## src/common/port_pad_pkg.sv

```systemverilog
/*
  Shared constants and types for the port pad configuration block:
  register offsets, writable-bit masks, field positions, reset values,
  the bus state type and the register select type.
  Assumes one 32-bit word per register; only the low byte is used.
*/
package port_pad_pkg;

  // byte offsets of the registers on the bus
  localparam logic [7:0] OFS_PA_DATA = 8'h00;
  localparam logic [7:0] OFS_PB_DATA = 8'h04;
  localparam logic [7:0] OFS_PA_DIR = 8'h08;
  localparam logic [7:0] OFS_PB_DIR = 8'h0c;
  localparam logic [7:0] OFS_PE_DATA = 8'h10;
  localparam logic [7:0] OFS_PE_DIR = 8'h14;
  localparam logic [7:0] OFS_PULLUP = 8'h18;
  localparam logic [7:0] OFS_DRIVE = 8'h1c;
  localparam logic [7:0] OFS_PK_DATA = 8'h20;
  localparam logic [7:0] OFS_PK_DIR = 8'h24;

  // implemented bits of each register; the others read zero, except port e data bits 1..0, which read the pin level
  localparam logic [7:0] MASK_FULL = 8'hff;
  localparam logic [7:0] MASK_PE_DIR = 8'hfc;
  localparam logic [7:0] MASK_PE_DATA = 8'hfc;
  localparam logic [7:0] MASK_PK = 8'hbf;
  localparam logic [7:0] MASK_PULLUP = 8'hd3;
  localparam logic [7:0] MASK_PULLUP_DEBUG = 8'h40;
  localparam logic [7:0] MASK_DRIVE = 8'h93;
  localparam logic [7:0] MASK_PE_PULLDOWN = 8'h60;

  // field positions in the pull-up and drive registers
  localparam int unsigned BIT_PK_PULLUP = 7;
  localparam int unsigned BIT_DEBUG_PULLUP = 6;
  localparam int unsigned BIT_PE_PULLUP = 4;
  localparam int unsigned BIT_PB_PULLUP = 1;
  localparam int unsigned BIT_PA_PULLUP = 0;
  localparam int unsigned BIT_PK_WEAK = 7;
  localparam int unsigned BIT_PE_WEAK = 4;
  localparam int unsigned BIT_PB_WEAK = 1;
  localparam int unsigned BIT_PA_WEAK = 0;

  // reset values
  localparam logic [7:0] RST_DATA = 8'h00;
  localparam logic [7:0] RST_DIR = 8'h00;
  localparam logic [7:0] RST_PULLUP = 8'h00;
  localparam logic [7:0] RST_DRIVE = 8'h00;
  localparam logic [31:0] RST_RDATA = 32'h00000000;

  // data-phase tracking of the bus slave
  typedef enum logic [1:0] {
    BUS_IDLE,
    BUS_WRITE,
    BUS_READ_WAIT,
    BUS_READ_DONE
  } bus_state_t;

  // decoded register selection
  typedef enum logic [3:0] {
    SEL_NONE,
    SEL_PA_DATA,
    SEL_PB_DATA,
    SEL_PA_DIR,
    SEL_PB_DIR,
    SEL_PE_DATA,
    SEL_PE_DIR,
    SEL_PULLUP,
    SEL_DRIVE,
    SEL_PK_DATA,
    SEL_PK_DIR
  } reg_sel_t;

endpackage

```

## src/verilog/port_pad_config_regs.sv

```systemverilog
/*
  Pad configuration for ports a, b, e, k and the debug pin: direction,
  data, pull-up enables and reduced drive, reached over AHB-Lite.
  Assumes the pad ring resolves pin levels from out and oe_n, and that
  mode and peripheral-drive inputs come from logic on sys_clk.
*/
// What this block does
// - port e direction bits 7..2: one makes pin output, zero input
// - port e direction register writable and readable at any time
// - pull-up bit 7 enables pull-ups on port k input pins
// - pull-up enables never act on pins that are outputs
// - pull-up bit 6 enables debug pin pull-up while it is input
// - debug pull-up bit written only in special single-chip mode
// - pull-up bit 4 covers port e inputs except pins 5 and 6
// - port e pins 5 and 6 pull-downs on only during reset
// - pull-up bit 1 enables pull-ups on port b input pins
// - pull-up bit 0 enables pull-ups on port a input pins
// - pull-up register readable at any time in single-chip modes
// - drive bit 7 selects reduced drive on port k outputs
// - drive bit 4 selects reduced drive on port e outputs
// - drive bit 1 selects reduced drive on port b outputs
// - drive bit 0 selects reduced drive on port a outputs
// - reduced drive select never acts on pins that are inputs
// - drive selection holds for general and peripheral functions
// - data read returns register bit if output, pin level if input
`timescale 1ns/10ps
`default_nettype none

module port_pad_config_regs
  import port_pad_pkg::*;
#(
  parameter int unsigned ADDR_W = 32
)
(
  input wire logic sys_clk,
  input wire logic nrst,
  // ahb-lite slave
  input wire logic hsel,
  input wire logic [ADDR_W-1:0] haddr,
  input wire logic [1:0] htrans,
  input wire logic hwrite,
  input wire logic [2:0] hsize,
  input wire logic [31:0] hwdata,
  input wire logic hready,
  output logic hreadyout,
  output logic [31:0] hrdata,
  output logic hresp,
  // operating mode
  input wire logic single_chip_mode,
  input wire logic special_single_chip,
  // peripherals currently driving a pin through its alternate function
  input wire logic [7:0] pa_periph_drive,
  input wire logic [7:0] pb_periph_drive,
  input wire logic [7:0] pe_periph_drive,
  input wire logic [7:0] pk_periph_drive,
  input wire logic debug_pin_drive,
  // port a pins
  input wire logic [7:0] pa_in,
  output logic [7:0] pa_out,
  output logic [7:0] pa_oe_n,
  output logic [7:0] pa_pullup,
  output logic [7:0] pa_reduced,
  // port b pins
  input wire logic [7:0] pb_in,
  output logic [7:0] pb_out,
  output logic [7:0] pb_oe_n,
  output logic [7:0] pb_pullup,
  output logic [7:0] pb_reduced,
  // port e pins
  input wire logic [7:0] pe_in,
  output logic [7:0] pe_out,
  output logic [7:0] pe_oe_n,
  output logic [7:0] pe_pullup,
  output logic [7:0] pe_pulldown,
  output logic [7:0] pe_reduced,
  // port k pins
  input wire logic [7:0] pk_in,
  output logic [7:0] pk_out,
  output logic [7:0] pk_oe_n,
  output logic [7:0] pk_pullup,
  output logic [7:0] pk_reduced,
  // debug pin pad control
  output logic debug_pin_pullup
);

  // refuse address widths that cannot reach the register offsets
  generate
    if (ADDR_W < 8)
    begin : g_addr_check
      $error("port_pad_config_regs: ADDR_W must be at least 8");
    end
  endgenerate

  // word address decode; anything above the map selects nothing
  function automatic reg_sel_t decode(input logic [ADDR_W-1:0] a);
    logic [7:0] ofs;
    logic high_zero;
    ofs = {a[7:2], 2'b00};
    high_zero = (a >> 8) == '0;
    decode = SEL_NONE;
    if (high_zero)
    begin
      unique case (ofs)
        OFS_PA_DATA: decode = SEL_PA_DATA;
        OFS_PB_DATA: decode = SEL_PB_DATA;
        OFS_PA_DIR: decode = SEL_PA_DIR;
        OFS_PB_DIR: decode = SEL_PB_DIR;
        OFS_PE_DATA: decode = SEL_PE_DATA;
        OFS_PE_DIR: decode = SEL_PE_DIR;
        OFS_PULLUP: decode = SEL_PULLUP;
        OFS_DRIVE: decode = SEL_DRIVE;
        OFS_PK_DATA: decode = SEL_PK_DATA;
        OFS_PK_DIR: decode = SEL_PK_DIR;
        default: decode = SEL_NONE;
      endcase
    end
  endfunction

  // register bit for outputs, synchronised pin level for inputs
  function automatic logic [7:0] port_read(input logic [7:0] dir,
                                           input logic [7:0] data,
                                           input logic [7:0] pin);
    port_read = (dir & data) | (~dir & pin);
  endfunction

  bus_state_t bus_state;
  bus_state_t next_bus_state;
  reg_sel_t sel_q;
  logic [7:0] pa_data, pb_data, pe_data, pk_data;
  logic [7:0] pa_dir, pb_dir, pe_dir, pk_dir;
  logic [7:0] pullup_ctrl_reg;
  logic [7:0] drive_strength_reg;
  logic [7:0] pa_meta, pb_meta, pe_meta, pk_meta;
  logic [7:0] pa_sync, pb_sync, pe_sync, pk_sync;

  // first synchroniser stage; only the second stage reads it
  always_ff @(posedge sys_clk or negedge nrst)
  begin
    if (!nrst)
    begin
      pa_meta <= RST_DATA;
      pb_meta <= RST_DATA;
      pe_meta <= RST_DATA;
      pk_meta <= RST_DATA;
    end
    else
    begin
      pa_meta <= pa_in;
      pb_meta <= pb_in;
      pe_meta <= pe_in;
      pk_meta <= pk_in;
    end
  end

  // second stage; reads see a pin change two to three cycles late
  always_ff @(posedge sys_clk or negedge nrst)
  begin
    if (!nrst)
    begin
      pa_sync <= RST_DATA;
      pb_sync <= RST_DATA;
      pe_sync <= RST_DATA;
      pk_sync <= RST_DATA;
    end
    else
    begin
      pa_sync <= pa_meta;
      pb_sync <= pb_meta;
      pe_sync <= pe_meta;
      pk_sync <= pk_meta;
    end
  end

  // bus handshake: reads take one wait state so hrdata is a flop
  wire accept = hsel && htrans[1] && hready;
  wire do_write = bus_state == BUS_WRITE;
  wire do_read = bus_state == BUS_READ_WAIT;

  always_comb
  begin
    next_bus_state = BUS_IDLE;
    unique case (bus_state)
      BUS_READ_WAIT: next_bus_state = BUS_READ_DONE;
      BUS_IDLE, BUS_WRITE, BUS_READ_DONE:
        if (accept)
          next_bus_state = hwrite ? BUS_WRITE : BUS_READ_WAIT;
    endcase
  end

  assign hreadyout = bus_state != BUS_READ_WAIT;
  assign hresp = 1'b0; // always okay, unmapped included

  // address phase capture and bus state
  always_ff @(posedge sys_clk or negedge nrst)
  begin
    if (!nrst)
    begin
      bus_state <= BUS_IDLE;
      sel_q <= SEL_NONE;
    end
    else
    begin
      bus_state <= next_bus_state;
      if (accept)
        sel_q <= decode(haddr);
    end
  end

  // one register's strobe; inputs passed in so assigns stay sensitive
  function automatic logic wr_strobe(input logic wr, input reg_sel_t cur,
                                     input reg_sel_t which);
    wr_strobe = wr && cur == which;
  endfunction

  // write strobes for the data phase
  wire wr_pa_data = wr_strobe(do_write, sel_q, SEL_PA_DATA);
  wire wr_pb_data = wr_strobe(do_write, sel_q, SEL_PB_DATA);
  wire wr_pa_dir = wr_strobe(do_write, sel_q, SEL_PA_DIR);
  wire wr_pb_dir = wr_strobe(do_write, sel_q, SEL_PB_DIR);
  wire wr_pe_data = wr_strobe(do_write, sel_q, SEL_PE_DATA);
  wire wr_pe_dir = wr_strobe(do_write, sel_q, SEL_PE_DIR);
  wire wr_pullup = wr_strobe(do_write, sel_q, SEL_PULLUP);
  wire wr_drive = wr_strobe(do_write, sel_q, SEL_DRIVE);
  wire wr_pk_data = wr_strobe(do_write, sel_q, SEL_PK_DATA);
  wire wr_pk_dir = wr_strobe(do_write, sel_q, SEL_PK_DIR);
  wire [7:0] wbyte = hwdata[7:0];

  // debug pull-up bit keeps its value outside special single-chip
  wire [7:0] debug_keep = special_single_chip ? wbyte : pullup_ctrl_reg;
  wire [7:0] next_pullup =
    (wbyte & MASK_PULLUP & ~MASK_PULLUP_DEBUG) |
    (debug_keep & MASK_PULLUP_DEBUG);

  // port data registers; masks drop unimplemented bits
  always_ff @(posedge sys_clk or negedge nrst)
  begin
    if (!nrst)
    begin
      pa_data <= RST_DATA;
      pb_data <= RST_DATA;
      pe_data <= RST_DATA;
      pk_data <= RST_DATA;
    end
    else
    begin
      if (wr_pa_data) pa_data <= wbyte;
      if (wr_pb_data) pb_data <= wbyte;
      if (wr_pe_data) pe_data <= wbyte & MASK_PE_DATA;
      if (wr_pk_data) pk_data <= wbyte & MASK_PK;
    end
  end

  // direction registers, writable at any time
  always_ff @(posedge sys_clk or negedge nrst)
  begin
    if (!nrst)
    begin
      pa_dir <= RST_DIR;
      pb_dir <= RST_DIR;
      pe_dir <= RST_DIR;
      pk_dir <= RST_DIR;
    end
    else
    begin
      if (wr_pa_dir) pa_dir <= wbyte;
      if (wr_pb_dir) pb_dir <= wbyte;
      if (wr_pe_dir) pe_dir <= wbyte & MASK_PE_DIR;
      if (wr_pk_dir) pk_dir <= wbyte & MASK_PK;
    end
  end

  // pull-up and drive-strength registers
  always_ff @(posedge sys_clk or negedge nrst)
  begin
    if (!nrst)
    begin
      pullup_ctrl_reg <= RST_PULLUP;
      drive_strength_reg <= RST_DRIVE;
    end
    else
    begin
      if (wr_pullup) pullup_ctrl_reg <= next_pullup;
      if (wr_drive) drive_strength_reg <= wbyte & MASK_DRIVE;
    end
  end

  // read data; pull-up register hidden outside single-chip modes
  wire [7:0] pullup_view =
    single_chip_mode ? pullup_ctrl_reg : 8'h00;
  wire [7:0] pe_view =
    port_read(pe_dir, pe_data, pe_sync);
  wire [7:0] pk_view =
    port_read(pk_dir, pk_data, pk_sync) & MASK_PK;
  logic [7:0] read_byte;

  always_comb
  begin
    read_byte = 8'h00; // unmapped reads zero
    unique case (sel_q)
      SEL_PA_DATA: read_byte = port_read(pa_dir, pa_data, pa_sync);
      SEL_PB_DATA: read_byte = port_read(pb_dir, pb_data, pb_sync);
      SEL_PA_DIR: read_byte = pa_dir;
      SEL_PB_DIR: read_byte = pb_dir;
      SEL_PE_DATA: read_byte = pe_view;
      SEL_PE_DIR: read_byte = pe_dir;
      SEL_PULLUP: read_byte = pullup_view;
      SEL_DRIVE: read_byte = drive_strength_reg;
      SEL_PK_DATA: read_byte = pk_view;
      SEL_PK_DIR: read_byte = pk_dir;
      SEL_NONE: read_byte = 8'h00;
    endcase
  end

  // hrdata loaded in the wait state, held until the next read
  always_ff @(posedge sys_clk or negedge nrst)
  begin
    if (!nrst)
      hrdata <= RST_RDATA;
    else if (do_read)
      hrdata <= {24'h000000, read_byte};
  end

  // named pull-up enables
  wire pk_pullup_en = pullup_ctrl_reg[BIT_PK_PULLUP];
  wire debug_pin_pullup_en = pullup_ctrl_reg[BIT_DEBUG_PULLUP];
  wire pe_pullup_en = pullup_ctrl_reg[BIT_PE_PULLUP];
  wire pb_pullup_en = pullup_ctrl_reg[BIT_PB_PULLUP];
  wire pa_pullup_en = pullup_ctrl_reg[BIT_PA_PULLUP];

  // named reduced-drive selects
  wire pk_weak_drive = drive_strength_reg[BIT_PK_WEAK];
  wire pe_weak_drive = drive_strength_reg[BIT_PE_WEAK];
  wire pb_weak_drive = drive_strength_reg[BIT_PB_WEAK];
  wire pa_weak_drive = drive_strength_reg[BIT_PA_WEAK];

  // a pin is an output when its direction bit or a peripheral drives it
  wire [7:0] pa_is_out = pa_dir | pa_periph_drive;
  wire [7:0] pb_is_out = pb_dir | pb_periph_drive;
  wire [7:0] pe_is_out = (pe_dir | pe_periph_drive) & MASK_PE_DIR;
  wire [7:0] pk_is_out = (pk_dir | pk_periph_drive) & MASK_PK;

  // general purpose pad drive; port e 1..0 are input only
  assign pa_out = pa_data;
  assign pb_out = pb_data;
  assign pe_out = pe_data;
  assign pk_out = pk_data;

  // output enables from the direction bits, low while driving
  assign pa_oe_n = ~pa_dir;
  assign pb_oe_n = ~pb_dir;
  assign pe_oe_n = ~pe_dir;
  assign pk_oe_n = ~pk_dir;

  // pull-ups only on input pins
  assign pk_pullup = {8{pk_pullup_en}} & ~pk_is_out & MASK_PK;
  assign pb_pullup = {8{pb_pullup_en}} & ~pb_is_out;
  assign pa_pullup = {8{pa_pullup_en}} & ~pa_is_out;
  assign pe_pullup =
    {8{pe_pullup_en}} & ~pe_is_out & ~MASK_PE_PULLDOWN;
  assign debug_pin_pullup =
    debug_pin_pullup_en && !debug_pin_drive;

  // pins 5 and 6 pull down straight from the reset pin, no flop delay
  assign pe_pulldown = nrst ? 8'h00 : MASK_PE_PULLDOWN;

  // reduced drive on outputs, whichever function drives them
  assign pk_reduced = {8{pk_weak_drive}} & pk_is_out;
  assign pe_reduced = {8{pe_weak_drive}} & pe_is_out;
  assign pb_reduced = {8{pb_weak_drive}} & pb_is_out;
  assign pa_reduced = {8{pa_weak_drive}} & pa_is_out;

  // hsize is accepted but only the low byte lane carries register data
  wire unused_ok = ^{hsize, hwdata[31:8], haddr[1:0]};

endmodule

`default_nettype wire
```

## config.mk

```make
export PLATFORM = sky130hd
export DESIGN_NAME = port_pad_config_regs
export DESIGN_NICKNAME = d
export VERILOG_FILES = /design/src/common/port_pad_pkg.sv /design/src/verilog/port_pad_config_regs.sv
export SDC_FILE = /design/constraint.sdc
export NUM_CORES = 1
export LEC_CHECK = 0
export BUFFER_PORTS_ARGS = -buffer_cell sky130_fd_sc_hd__buf_2
export CORE_MARGIN = 2
export CORE_UTILIZATION = 40
export CTS_BUF_LIST = sky130_fd_sc_hd__clkbuf_8
export CTS_CLUSTER_DIAMETER = 200
export DETAILED_ROUTE_END_ITERATION = 12
export PLACE_DENSITY = 0.71
export SLEW_MARGIN = 0
export SYNTH_ARGS = -nofsm -noshare
export SYNTH_HDL_FRONTEND = slang
export SYNTH_SLANG_ARGS = --single-unit
```

## constraint.sdc

```tcl
create_clock -name sys_clk -period 1.7 [get_ports sys_clk]
set_clock_uncertainty 0.05 [all_clocks]
set_input_delay 0.17 -clock sys_clk [delete_from_list [all_inputs] [get_ports sys_clk]]
set_output_delay 0.17 -clock sys_clk [all_outputs]
set_load 0.02 [all_outputs]
```

# Word level (Yosys, flattened, before mapping)

Index checks and enable logic that the tools add are counted.

Equality and inequality tests: 23
Muxes and demuxes: 9
Bitwise operators: 33
Reduce and logical (&&, ||, !) cells: 19

Operators by type and width:

| operator             | number |
|---|---|
| $and A8 B8 Y8        | 16 |
| $pmux W8 S11         | 1 |
| $not A8 Y8           | 8 |
| $or A8 B8 Y8         | 8 |
| $pmux W4 S10         | 1 |
| $logic_not A32 Y1    | 1 |
| $eq A6 B3 Y1 const B | 4 |
| $eq A4 B3 Y1 const B | 4 |
| $mux W7              | 2 |
| $logic_and A1 B1 Y1  | 13 |
| $eq A4 B4 Y1 const B | 3 |
| $eq A6 B2 Y1 const B | 2 |
| $eq A6 B4 Y1 const B | 2 |
| $eq A4 B2 Y1 const B | 2 |
| $mux W8              | 1 |
| $or A8 B7 Y8         | 1 |
| $eq A6 B1 Y1 const B | 1 |
| $logic_not A6 Y1     | 1 |
| $eq A2 B2 Y1 const B | 2 |
| $eq A4 B1 Y1 const B | 1 |
| $logic_not A4 Y1     | 1 |
| $mux W2              | 2 |
| $mux W4              | 1 |
| $pmux W2 S2          | 1 |
| other kinds (5)      | 5 |

Flip-flop bits (word level): 148
Input bits: 141
Output and inout bits: 171
Logic and storage cells: 105

# Longest topological paths before layout

Gate-level depths: netlist of run 1.

Depth in word-level cells: 4
Mapped depth: 7
Depth with buffers taken out: 5

# Worst setup path after synthesis of run 1

Ideal clock, no wire load.

Kind: reg2reg
From: register bus_state[0]
To: register pb_data[0] (netlist: pb_out[0])
Arrival: 1.396 ns
Data required time: 1.525 ns
Setup slack: 0.129 ns
Stages on the path, launching flop included: 6
Path buffers: 1
Clock period less this slack: 1.571 ns
Path through: dfrtp_1 nor2b_1 buf_2 and3_1 nand2_1 mux2_2

Cells in the longest elaborated chain, start to end: 2

RTL lines:

| element                  | RTL line                    | RTL |
|---|---|---|
| start: declaration       | port_pad_config_regs.sv:126 | `bus_state_t bus_state;` |
| start signal: assignment | port_pad_config_regs.sv:203 | `bus_state <= next_bus_state;` |
| $eq A2 B1 Y1             | port_pad_config_regs.sv:176 | `wire do_write = bus_state == BUS_WRITE;` |
| $logic_and A1 B1 Y1      | port_pad_config_regs.sv:212 | `wr_strobe = wr && cur == which;` |
| end signal: assignment   | port_pad_config_regs.sv:247 | `if (wr_pb_data) pb_data <= wbyte;` |
| end: declaration         | port_pad_config_regs.sv:129 | `logic [7:0] pa_data, pb_data, pe_data, pk_data;` |

No other way between the ends.
A chain may end at the register's enable or synchronous reset.

# Worst setup path in the final report of run 1

From: register sel_q[0]
To: register hrdata[0]

Cells in the longest elaborated chain, start to end: 2
Elaborated cells on any way between the ends: 12
Those cells by class: eq/ne (10); mux (1); reduce/logical (1)

RTL lines:

| element                              | RTL line                    | RTL |
|---|---|---|
| start: declaration                   | port_pad_config_regs.sv:128 | `reg_sel_t sel_q;` |
| start signal: assignment             | port_pad_config_regs.sv:205 | `sel_q <= decode(haddr);` |
| $eq A4 B4 Y1 (tied with other cells) | port_pad_config_regs.sv:299 | `unique case (sel_q)` |
| $pmux W8 S11 (*)                     | port_pad_config_regs.sv:299 |  |
| end signal: assignment               | port_pad_config_regs.sv:320 | `hrdata <= {24'h000000, read_byte};` |
| end: declaration                     | port_pad_config_regs.sv:46  | `output logic [31:0] hrdata,` |

Every way passes the cells marked *; elsewhere a longest branch is shown, timed or not.

==> summary.md, run 1 <==
| Metric | Value |
|---|---|
| Synth Instances | 553 |
| Worst-Margin Slew | 0.546 ns |
| Initial antenna violation count | 0 |
| Final Slew Violations | 0 |
| Register-to-Register Path Depth | 5 |
| Setup TNS | -0.0713 ns |
| Slew Limit Headroom | 0.631 |
| ANT cells | 0 |
| Most frequent cells in the layout | 232 x buf_2, 135 x dfrtp_1, 71 x mux2_2 |
| NetSw | 2370 uW |
| Leak pwr | 0.00465 uW |
| Most common cell after layout, fill and taps aside | buf_2 |
| Startpoint types | register |
| CP endpoint kind | register |
| CTS tree | built |
| First-pass GRT wire length | 31200 um |
| Post-Route WL | 20900 um |
| Core Rows | 47 |
| GP Congestion | 0.876 |
| #FFs+latches synth | 143 |
| Switching Share | 0.301 |
| Pre-Repair DR Iteration Count | 4 |
| Vias in the first global route | 5547 |
| Final setup margin | -0.0507 ns |
| P&R area growth vs syn | 42.9% |
| GRT overflow | 0 |
| Final hold viol count | 0 |
| IO buf count | 234 |
| Post-synth top flop | dfrtp_1 |
| Combinational power share | 0.187 |
| Pin count of the biggest net entering global routing | 83 |
| Setup WS pre-CTS | -0.171 ns |
| Post-DRT Antenna Nets | 0 |
| Fmax | 0.571 GHz |
| Drt first-iter violations | 275 |
| RSZ-0062 raised after global routing | yes |
| Vias/cell | 4.92 |
| Tcrit/Tclk final | 1.03 |
| Die width | 133 um |
| Post-synth top area cell | dfrtp_1 |
| Hold crit path type | input pin to register |
| H-tree depth | 4 |
| Clock power share | 0.331 |
| Peak VDD IR | 0.000565 V |
| Residual DRC | 0 |
| Syn Area/Cell | 12.1 um^2 |
| Worst path required time | 2.04 ns |
| Clock transition at path regs | 0.08 ns |
| CP Class | register to register |
| Die height | 133 um |
| Fin nets | 1042 |
| Async S/R FF share, synth | 1.00 |
| Maximum Capacitance Violations | 0 |
| Syn Std Cell Area | 6690 um^2 |
| DR WL/cell | 18.4 um |
| Endpoints failing setup | 3 |
| Core Footprint | 16500 um^2 |
| Overall routing resource usage | 0.235 |
| Root buf cell | clkbuf_8 |
| Clk_lat worst skew | 0.46 ns |
| Fraction of layout cells with a size suffix above 1 | 0.526 |
| HPWL after detailed placement | 15400 um |
| Clock buffer depth | 2 |
| Post-route minimum period | 1.75 ns |
| Distinct cells, synth | 59 |
| Failing checks | setup timing |
| Initial core utilization | 0.406 |
| Pwr/cell area | 824 nW/um^2 |
| Internal power | 5510 uW |
| Worst Hold Depth | 2 |
| Seq/Total Area, Yosys | 0.535 |
| Post-synth EDFFs | 0 |
| Clock Sinks | 143 |
| Part of the power in registers | 0.482 |
| Status | complete, but fails checks |
| Worst path arrival time | 2.09 ns |
| Warnings, synthesis | 0 |
| Num CTS Buffers | 17 |
| Ports | 312 |
| Vias | 5584 |
| Die ar. | 17800 um^2 |
| Synth top area share | 0.535 |
| Crit-path max FO | 5 |
| Synth top area cells | dfrtp_1 53%, mux2_2 12%, buf_4 5.5%, mux2i_1 4.8%, o21a_1 3.3% |
[timing repair]
action,4_1_cts,5_1_grt
endpoints found under the hold margin,177,0
endpoints found under the setup margin,77,68
buffers inserted,5,15
pin swaps,9,13
gates resized for setup,33,43
hold buffers,34,0
[cells by family after synthesis]
family | Yosys count | share of synthesized area
buffers and inverters | 105 | 0.0910
AND/OR/NAND/NOR | 105 | 0.103
flip-flops | 143 | 0.535
multiplexers | 103 | 0.167
XOR/XNOR | 2 | 0.00262
AO/OA/AOI/OAI | 93 | 0.0998
other | 2 | 0.00112
[power by group through the flow]
stage                     Combinational [uW]  Sequential (uW)  Clock, uW
final                                   1470             3800       2610
after global routing                    1580             3820       2800
after CTS                               1430             3790       2650
after detailed placement                1340             3860          0
after global placement                  1330             3850          0
after floorplan                          667             3920          0
[cell usage after synthesis (all sizes together), types with 4 or more instances]
cell type and instances:
a21oi 6, nor2 11, nor4 6, inv 37, o21ai 17, a21o 4
buf 61, nor3b 29, mux2i 32, clkbuf 6, nand2 16, o22ai 11
mux2 71, dfrtp 143, o21a 29, nor3 5, a311oi 4, nand3 9
nor2b 8
[per-stage QoR]
stage | instance area (um^2) | std cells | power, uW | hold WS [ns] | utilization
after floorplan | 6850 | 594 | 4590 | -0.176 | -
after global placement | 8400 | 1050 | 5180 | -0.0566 | 0.510
after detailed placement | 8400 | 1050 | 5200 | -0.0545 | 0.510
after CTS | 9290 | 1120 | 7870 | 0.00902 | 0.564
after global routing | 9560 | 1134 | 8200 | 0.0283 | 0.581
final | 9560 | 1134 | 7880 | 0.0276 | 0.581
[area by class of cell]
class                      count  area [um^2]
tap                          220          275
multi-input combinational    346         2900
clock buffer                  17          234
timing repair buffer         355         2280
clock inverter                15          148
inverter                      38          146
fill                        1405         6900
sequential                   143         3590
[metal layers]
layer,wire length [um],global-route usage,part of all wire,vias up
li1,-,-,-,2575
met1,8500,0.292,0.41,2727
met2,10600,0.408,0.51,254
met3,1370,0.0533,0.066,28
met4,399,0.0745,0.019,0
met5,0,0,0,-
[path summary, 6_finish.rpt]
| kind | from | slack, ns | endpoint |
|---|---|---|---|
| worst max-delay path | sel_q[0]$_DFFE_PN0P_ | -0.05 | hrdata[0]$_DFFE_PN0N_ |
| worst min-delay path | hwdata[1] | 0.03 | pb_out[1]$_DFFE_PN0P_ |
| worst max register to register | sel_q[0]$_DFFE_PN0P_ | -0.05 | hrdata[0]$_DFFE_PN0N_ |
| worst min register to register | pe_meta[0]$_DFF_PN0_ | 0.29 | pe_sync[0]$_DFF_PN0_ |
| max in group asynchronous | nrst | 0.91 | pb_dir[6]$_DFFE_PN0P_ |
| min in group asynchronous | nrst | 0.04 | drive_strength_reg[0]$_DFFE_PN0P_ |
[worst max-delay path, cell delays in order, from the launching register on]
cell and delay (ns):
dfrtp_1 0.43, buf_6 0.14, or4b_4 0.57, o22ai_2 0.26, a2111oi_4 0.09, a21oi_2 0.14
Note: power is estimated with default switching activity, not from simulation.
==> run 2, diff against run 1 <==
Settings changed: BUFFER_PORTS_ARGS -buffer_cell sky130_fd_sc_hd__buf_2 to -buffer_cell sky130_fd_sc_hd__buf_4.
==> run 2 against run 1 <==
Against the previous run:
- the run still ends with setup timing left
- maximum frequency grew 2.1%
- worst hold slack improved by 0.019 ns
- clock-buffer cell count increased by 1
- combinational power increased by 11%
==> summary.md, run 2 (synthesis gave the netlist of run 1 again) <==
| Metric | Value |
|---|---|
| Final hold viol count | 0 |
| Tcrit/Tclk final | 1.01 |
| GP Congestion | 0.919 |
| Post-route minimum period | 1.72 ns |
| HPWL after detailed placement | 15500 um |
| Fin nets | 1030 |
| H-tree depth | 4 |
| Core Rows | 47 |
| Initial core utilization | 0.406 |
| Vias in the first global route | 5684 |
| FILL cells | 1363 |
| Root buf cell | clkbuf_8 |
| Num CTS Buffers | 17 |
| Pin count of the biggest net entering global routing | 144 |
| ANT cells | 0 |
| Setup TNS | -0.0154 ns |
| Final setup margin | -0.0154 ns |
| Drt first-iter violations | 320 |
| Post-layout util | 0.612 |
| Post-DRT Antenna Nets | 0 |
| Vias/cell | 5.02 |
| Final Slew Violations | 0 |
| CP Class | register to register |
| DP Area | 8870 um^2 |
| Hold crit path type | input pin to register |
| Post-Route WL | 21200 um |
| GRT overflow | 0 |
| Die ar. | 17800 um^2 |
| Failing checks | setup timing |
| Pwr/cell area | 815 nW/um^2 |
| Clock buffer depth | 2 |
| Crit-path max FO | 6 |
| RSZ-0062 raised after global routing | yes |
| First-pass GRT wire length | 31400 um |
| CTS tree | built |
| Most common cell after layout, fill and taps aside | buf_4 |
| Setup WS pre-CTS | -0.104 ns |
| Clock Sinks | 143 |
| IO buf count | 234 |
| CP endpoint kind | register |
| Initial antenna violation count | 2 |
| Ports | 312 |
| Die width | 133 um |
| Overall routing resource usage | 0.236 |
| Endpoints failing setup | 1 |
| Maximum Capacitance Violations | 0 |
| Clk_lat worst skew | 0.46 ns |
| Die height | 133 um |
| Pre-Repair DR Iteration Count | 4 |
| Fmax | 0.583 GHz |
| Status | complete, but fails checks |
| Worst path arrival time | 1.99 ns |
| Most frequent cells in the layout | 283 x buf_4, 135 x dfrtp_1, 67 x mux2_2 |
| Max incr delay on CP | 0.48 ns |
| Leak pwr | 0.00475 uW |
| P&R area growth vs syn | 50.6% |
| R2r setup slk | -0.02 ns |
| Worst path cell trace | buf_4 > and3_1 > a21o_1 > a2111oi_1 > a21oi_1 |
| Clock transition at path regs | 0.08 ns |
| Fraction of layout cells with a size suffix above 1 | 0.504 |
| Total power | 8220 uW |
| Vias | 5632 |
| DR WL/cell | 18.9 um |
| Worst-Margin Slew | 0.749 ns |
| Core Footprint | 16500 um^2 |
| Slowest cell on the critical path | dfrtp_2 |
| Startpoint types | register |
| Slew Limit Headroom | 0.500 |
| Worst path required time | 1.97 ns |
| Post-layout instance area | 10100 um^2 |
| Residual DRC | 0 |
| Peak VDD IR | 0.000514 V |
-- run 2: cell types whose count changed in the layout (fill, tap and decap cells not counted), sizes merged --
cell / before / now
buf: 320 / 301
bufinv: 2 / 3
clkinv: 6 / 7
clkinvlp: 6 / 4
dlygate4sd3: 34 / 42
inv: 39 / 38
-- run 2: what timing repair did --
item,in CTS,in global routing
hold endpoints to repair,232,0
resized for setup,18,51
hold buffers,42,0
gates cloned,0,1
pin swaps,2,12
buffers inserted,4,6
endpoints found under the setup margin,37,59
-- run 2: area by class of cell --
class | instances | area (um^2) | share of cell area
Clock buffer | 18 | 248 | 0.0246
Clock inverter | 14 | 166 | 0.0165
Inverter | 38 | 146 | 0.0145
Multi-Input combinational cell | 346 | 2890 | 0.286
Sequential cell | 143 | 3590 | 0.356
Tap cell | 220 | 275 | 0.0273
Timing Repair Buffer | 343 | 2770 | 0.275
-- run 2: routing by layer --
metal  wire [um]  GRT usage  vias to the layer above
met3        1500     0.0620                       30
li1            -          -                     2552
met4         478     0.0822                        0
met1        8640      0.286                     2777
met2       10600      0.406                      273
met5           0          0                        -
-- run 2: final timing paths --
check	startpoint	end	cells past startpoint
setup / recovery	sel_q[2]$_DFFE_PN0P_	hrdata[7]$_DFFE_PN0N_	5
hold reg to reg	pa_meta[5]$_DFF_PN0_	pa_sync[5]$_DFF_PN0_	0
hold / removal	haddr[5]	sel_q[2]$_DFFE_PN0P_	3
max in group asynchronous	nrst	sel_q[2]$_DFFE_PN0P_	3
setup reg to reg	sel_q[2]$_DFFE_PN0P_	hrdata[7]$_DFFE_PN0N_	5
min in group asynchronous	nrst	pa_meta[1]$_DFF_PN0_	3
-- run 2: worst max-delay path, delay by kind of cell (launching register included) --
| kind | cells | cell delay (ns) |
|---|---|---|
| compound gates | 3 | 0.73 |
| buf+inv | 1 | 0.17 |
| flops | 1 | 0.48 |
| simple gates | 1 | 0.17 |
-- run 2: stage by stage --
step	cells	hold slack, ns
global placement	1038	0.230
finish	1122	0.0468
global route	1122	0.0340
floorplan	594	-0.176
detailed placement	1038	0.230
CTS	1116	0.0202
-- run 2: report_power, final --
| part | switching [uW] | total, uW | internal [uW] |
|---|---|---|---|
| Sequential | 179 | 3800 | 3620 |
| Clock | 1300 | 2790 | 1480 |
| Combinational | 873 | 1630 | 752 |
| Total | 2360 | 8220 | 5860 |
==> run 3, diff against run 2 <==
Settings changed: ABC_AREA set to 0, REMOVE_ABC_BUFFERS set to 1.
==> run 3 against run 2 <==
Against the previous run:
- the flow now finishes without violations
- largest cell class unchanged
- critical endpoint is now hrdata[2]$_DFFE_PN0N_
- critical path depth rose by 2
- global-route usage down 0.37 points
- combinational power is 4% lower
- via count decreased by 2.6%
- clock-buffer cell count shrank 1
==> summary.md, run 3 (synthesis gave the netlist of run 1 again) <==
| Metric | Value |
|---|---|
| Overall routing resource usage | 0.232 |
| Pre-Repair DR Iteration Count | 4 |
| P&R area growth vs syn | 50.6% |
| Fmax | 0.589 GHz |
| GP Congestion | 0.940 |
| Core Footprint | 16500 um^2 |
| Post-layout util | 0.612 |
| DP Area | 8890 um^2 |
| Ports | 312 |
| Vias/cell | 4.90 |
| Pin count of the biggest net entering global routing | 89 |
| Met3 Wirelength | 1400 um |
| Worst path cell trace | buf_4 > clkinv_1 > buf_4 > a211oi_2 > a311oi_1 > buf_4 > o21ai_1 |
| Register-to-Register Path Depth | 7 |
| Highest Signal Layer | met4 |
| Clock buffer depth | 2 |
| Endpoints failing setup | 0 |
| Fraction of layout cells with a size suffix above 1 | 0.515 |
| Drt first-iter violations | 273 |
| Die height | 133 um |
| Status | finished, final reports clean |
| ANT cells | 0 |
| Vias in the first global route | 5540 |
| Setup TNS | 0 ns |
| Hold path start | hwdata[4] |
| Met2 routed WL | 10600 um |
| Worst Hold Depth | 2 |
| Startpoint types | register |
| HPWL after detailed placement | 15100 um |
| Residual DRC | 0 |
| Crit-path most repeated cell | buf_4 |
| Placed Cells incl. Taps | 1038 |
| Root buf cell | clkbuf_8 |
| Clock transition at path regs | 0.08 ns |
| WHS | 0.0175 ns |
| Peak VDD IR | 0.000598 V |
| CTS tree | built |
| DR WL/cell | 18.5 um |
| Vias | 5487 |
| GRT overflow | 0 |
| Slowest cell on the critical path | dfrtp_2 |
| Final hold viol count | 0 |
| Leak pwr | 0.00474 uW |
| Worst path required time | 2.00 ns |
| Core Rows | 47 |
| Most common cell after layout, fill and taps aside | buf_4 |
| Tcrit/Tclk final | 0.998 |
| Final Slew Violations | 0 |
| Post-route minimum period | 1.70 ns |
| Worst path arrival time | 2.00 ns |
| Post-layout instance area | 10100 um^2 |
| Post-Route WL | 20700 um |
| CP Class | register to register |
| Worst R2R Start | sel_q[3]$_DFFE_PN0P_ |
| IO buf count | 234 |
| Initial antenna violation count | 0 |
| Crit-path max FO | 7 |
| First-pass GRT wire length | 30900 um |
| Clk_lat worst skew | 0.46 ns |
| Post-DRT Antenna Nets | 0 |
| Maximum Capacitance Violations | 0 |
| Die ar. | 17800 um^2 |
| Die width | 133 um |
| Worst-Margin Slew | 0.676 ns |
| H-tree depth | 4 |
| Slew Limit Headroom | 0.549 |
| Min-Delay Endpoint | pk_out[4]$_DFFE_PN0P_ |
| Clock Sinks | 143 |
| Fin nets | 1027 |
| Post-route non-filler standard cell count | 1119 |
| Worst reg2reg endpoint | hrdata[2]$_DFFE_PN0N_ |
| Num CTS Buffers | 17 |
| Pwr/cell area | 808 nW/um^2 |
| Most frequent cells in the layout | 279 x buf_4, 135 x dfrtp_1, 71 x mux2_2 |
| CP endpoint kind | register |
| Max incr delay on CP | 0.48 ns |
| RSZ-0062 raised after global routing | yes |
| R2r setup slk | 0.003 ns |
| Hold crit path type | input pin to register |
| Metal-1 WL | 8340 um |
| Initial core utilization | 0.406 |
## run 3: changes by cell type in the layout (fill, tap and decap cells not counted), moves of 3 or more
cell and delta:
nor3b_2 +10, buf_4 -4, clkinvlp_4 -3, clkinv_2 +3
buf_12 +3, nor3b_1 -9, mux2_2 +4, mux2_4 -4
## run 3: stage by stage
step	power, uW	setup WS (ns)
2_1_floorplan	4500	-0.275
3_3_place_gp	5310	-0.139
3_5_place_dp	5330	-0.118
4_1_cts	8160	-0.00365
5_1_grt	8490	-0.0494
6_report	8140	0.00320
## run 3: layout make-up
class                           instances  area (um^2)
Clock buffer                           17          234
Clock inverter                         15          169
Fill cell                            1353         6380
Inverter                               38          143
Multi-Input combinational cell        346         2900
Sequential cell                       143         3590
Tap cell                              220          275
Timing Repair Buffer                  340         2780
## run 3: how the worst max path moves through the flow
stage,startpoint,to,slack (ns)
2_1_floorplan,sel_q[1]$_DFFE_PN0P_,hrdata[6]$_DFFE_PN0N_,-0.28
3_3_place_gp,sel_q[2]$_DFFE_PN0P_,hrdata[7]$_DFFE_PN0N_,-0.14
3_5_place_dp,sel_q[1]$_DFFE_PN0P_,hrdata[7]$_DFFE_PN0N_,-0.12
4_1_cts,sel_q[0]$_DFFE_PN0P_,pk_out[3]$_DFFE_PN0P_,-0.004
5_1_grt,sel_q[3]$_DFFE_PN0P_,pk_dir[0]$_DFFE_PN0P_,-0.05
6_report,sel_q[3]$_DFFE_PN0P_,hrdata[2]$_DFFE_PN0N_,0.003
## run 3: power breakdown
part / internal [uW] / switching [uW] / total [uW]
Sequential: 3620 / 180 / 3800
Clock: 1440 / 1320 / 2770
Combinational: 732 / 838 / 1570
Total: 5800 / 2340 / 8140
## run 3: repair_timing
item | CTS | global route
setup buffers | 2 | 6
resized for setup | 24 | 48
hold buffers | 41 | 0
pin swaps | 5 | 7
endpoints found under the hold margin | 220 | 0
endpoints found under the setup margin | 66 | 72
## run 3: metal layers
layer	global-route usage	vias up
li1	-	2556
met1	0.279	2713
met2	0.406	199
met3	0.0616	19
met4	0.0733	0
met5	0	-
## run 3: worst max-delay path: cells and delay by family (launching register included)
kind / cells / cell delay, ns
compound gates: 3 / 0.46
buf+inv: 4 / 0.61
flops: 1 / 0.48
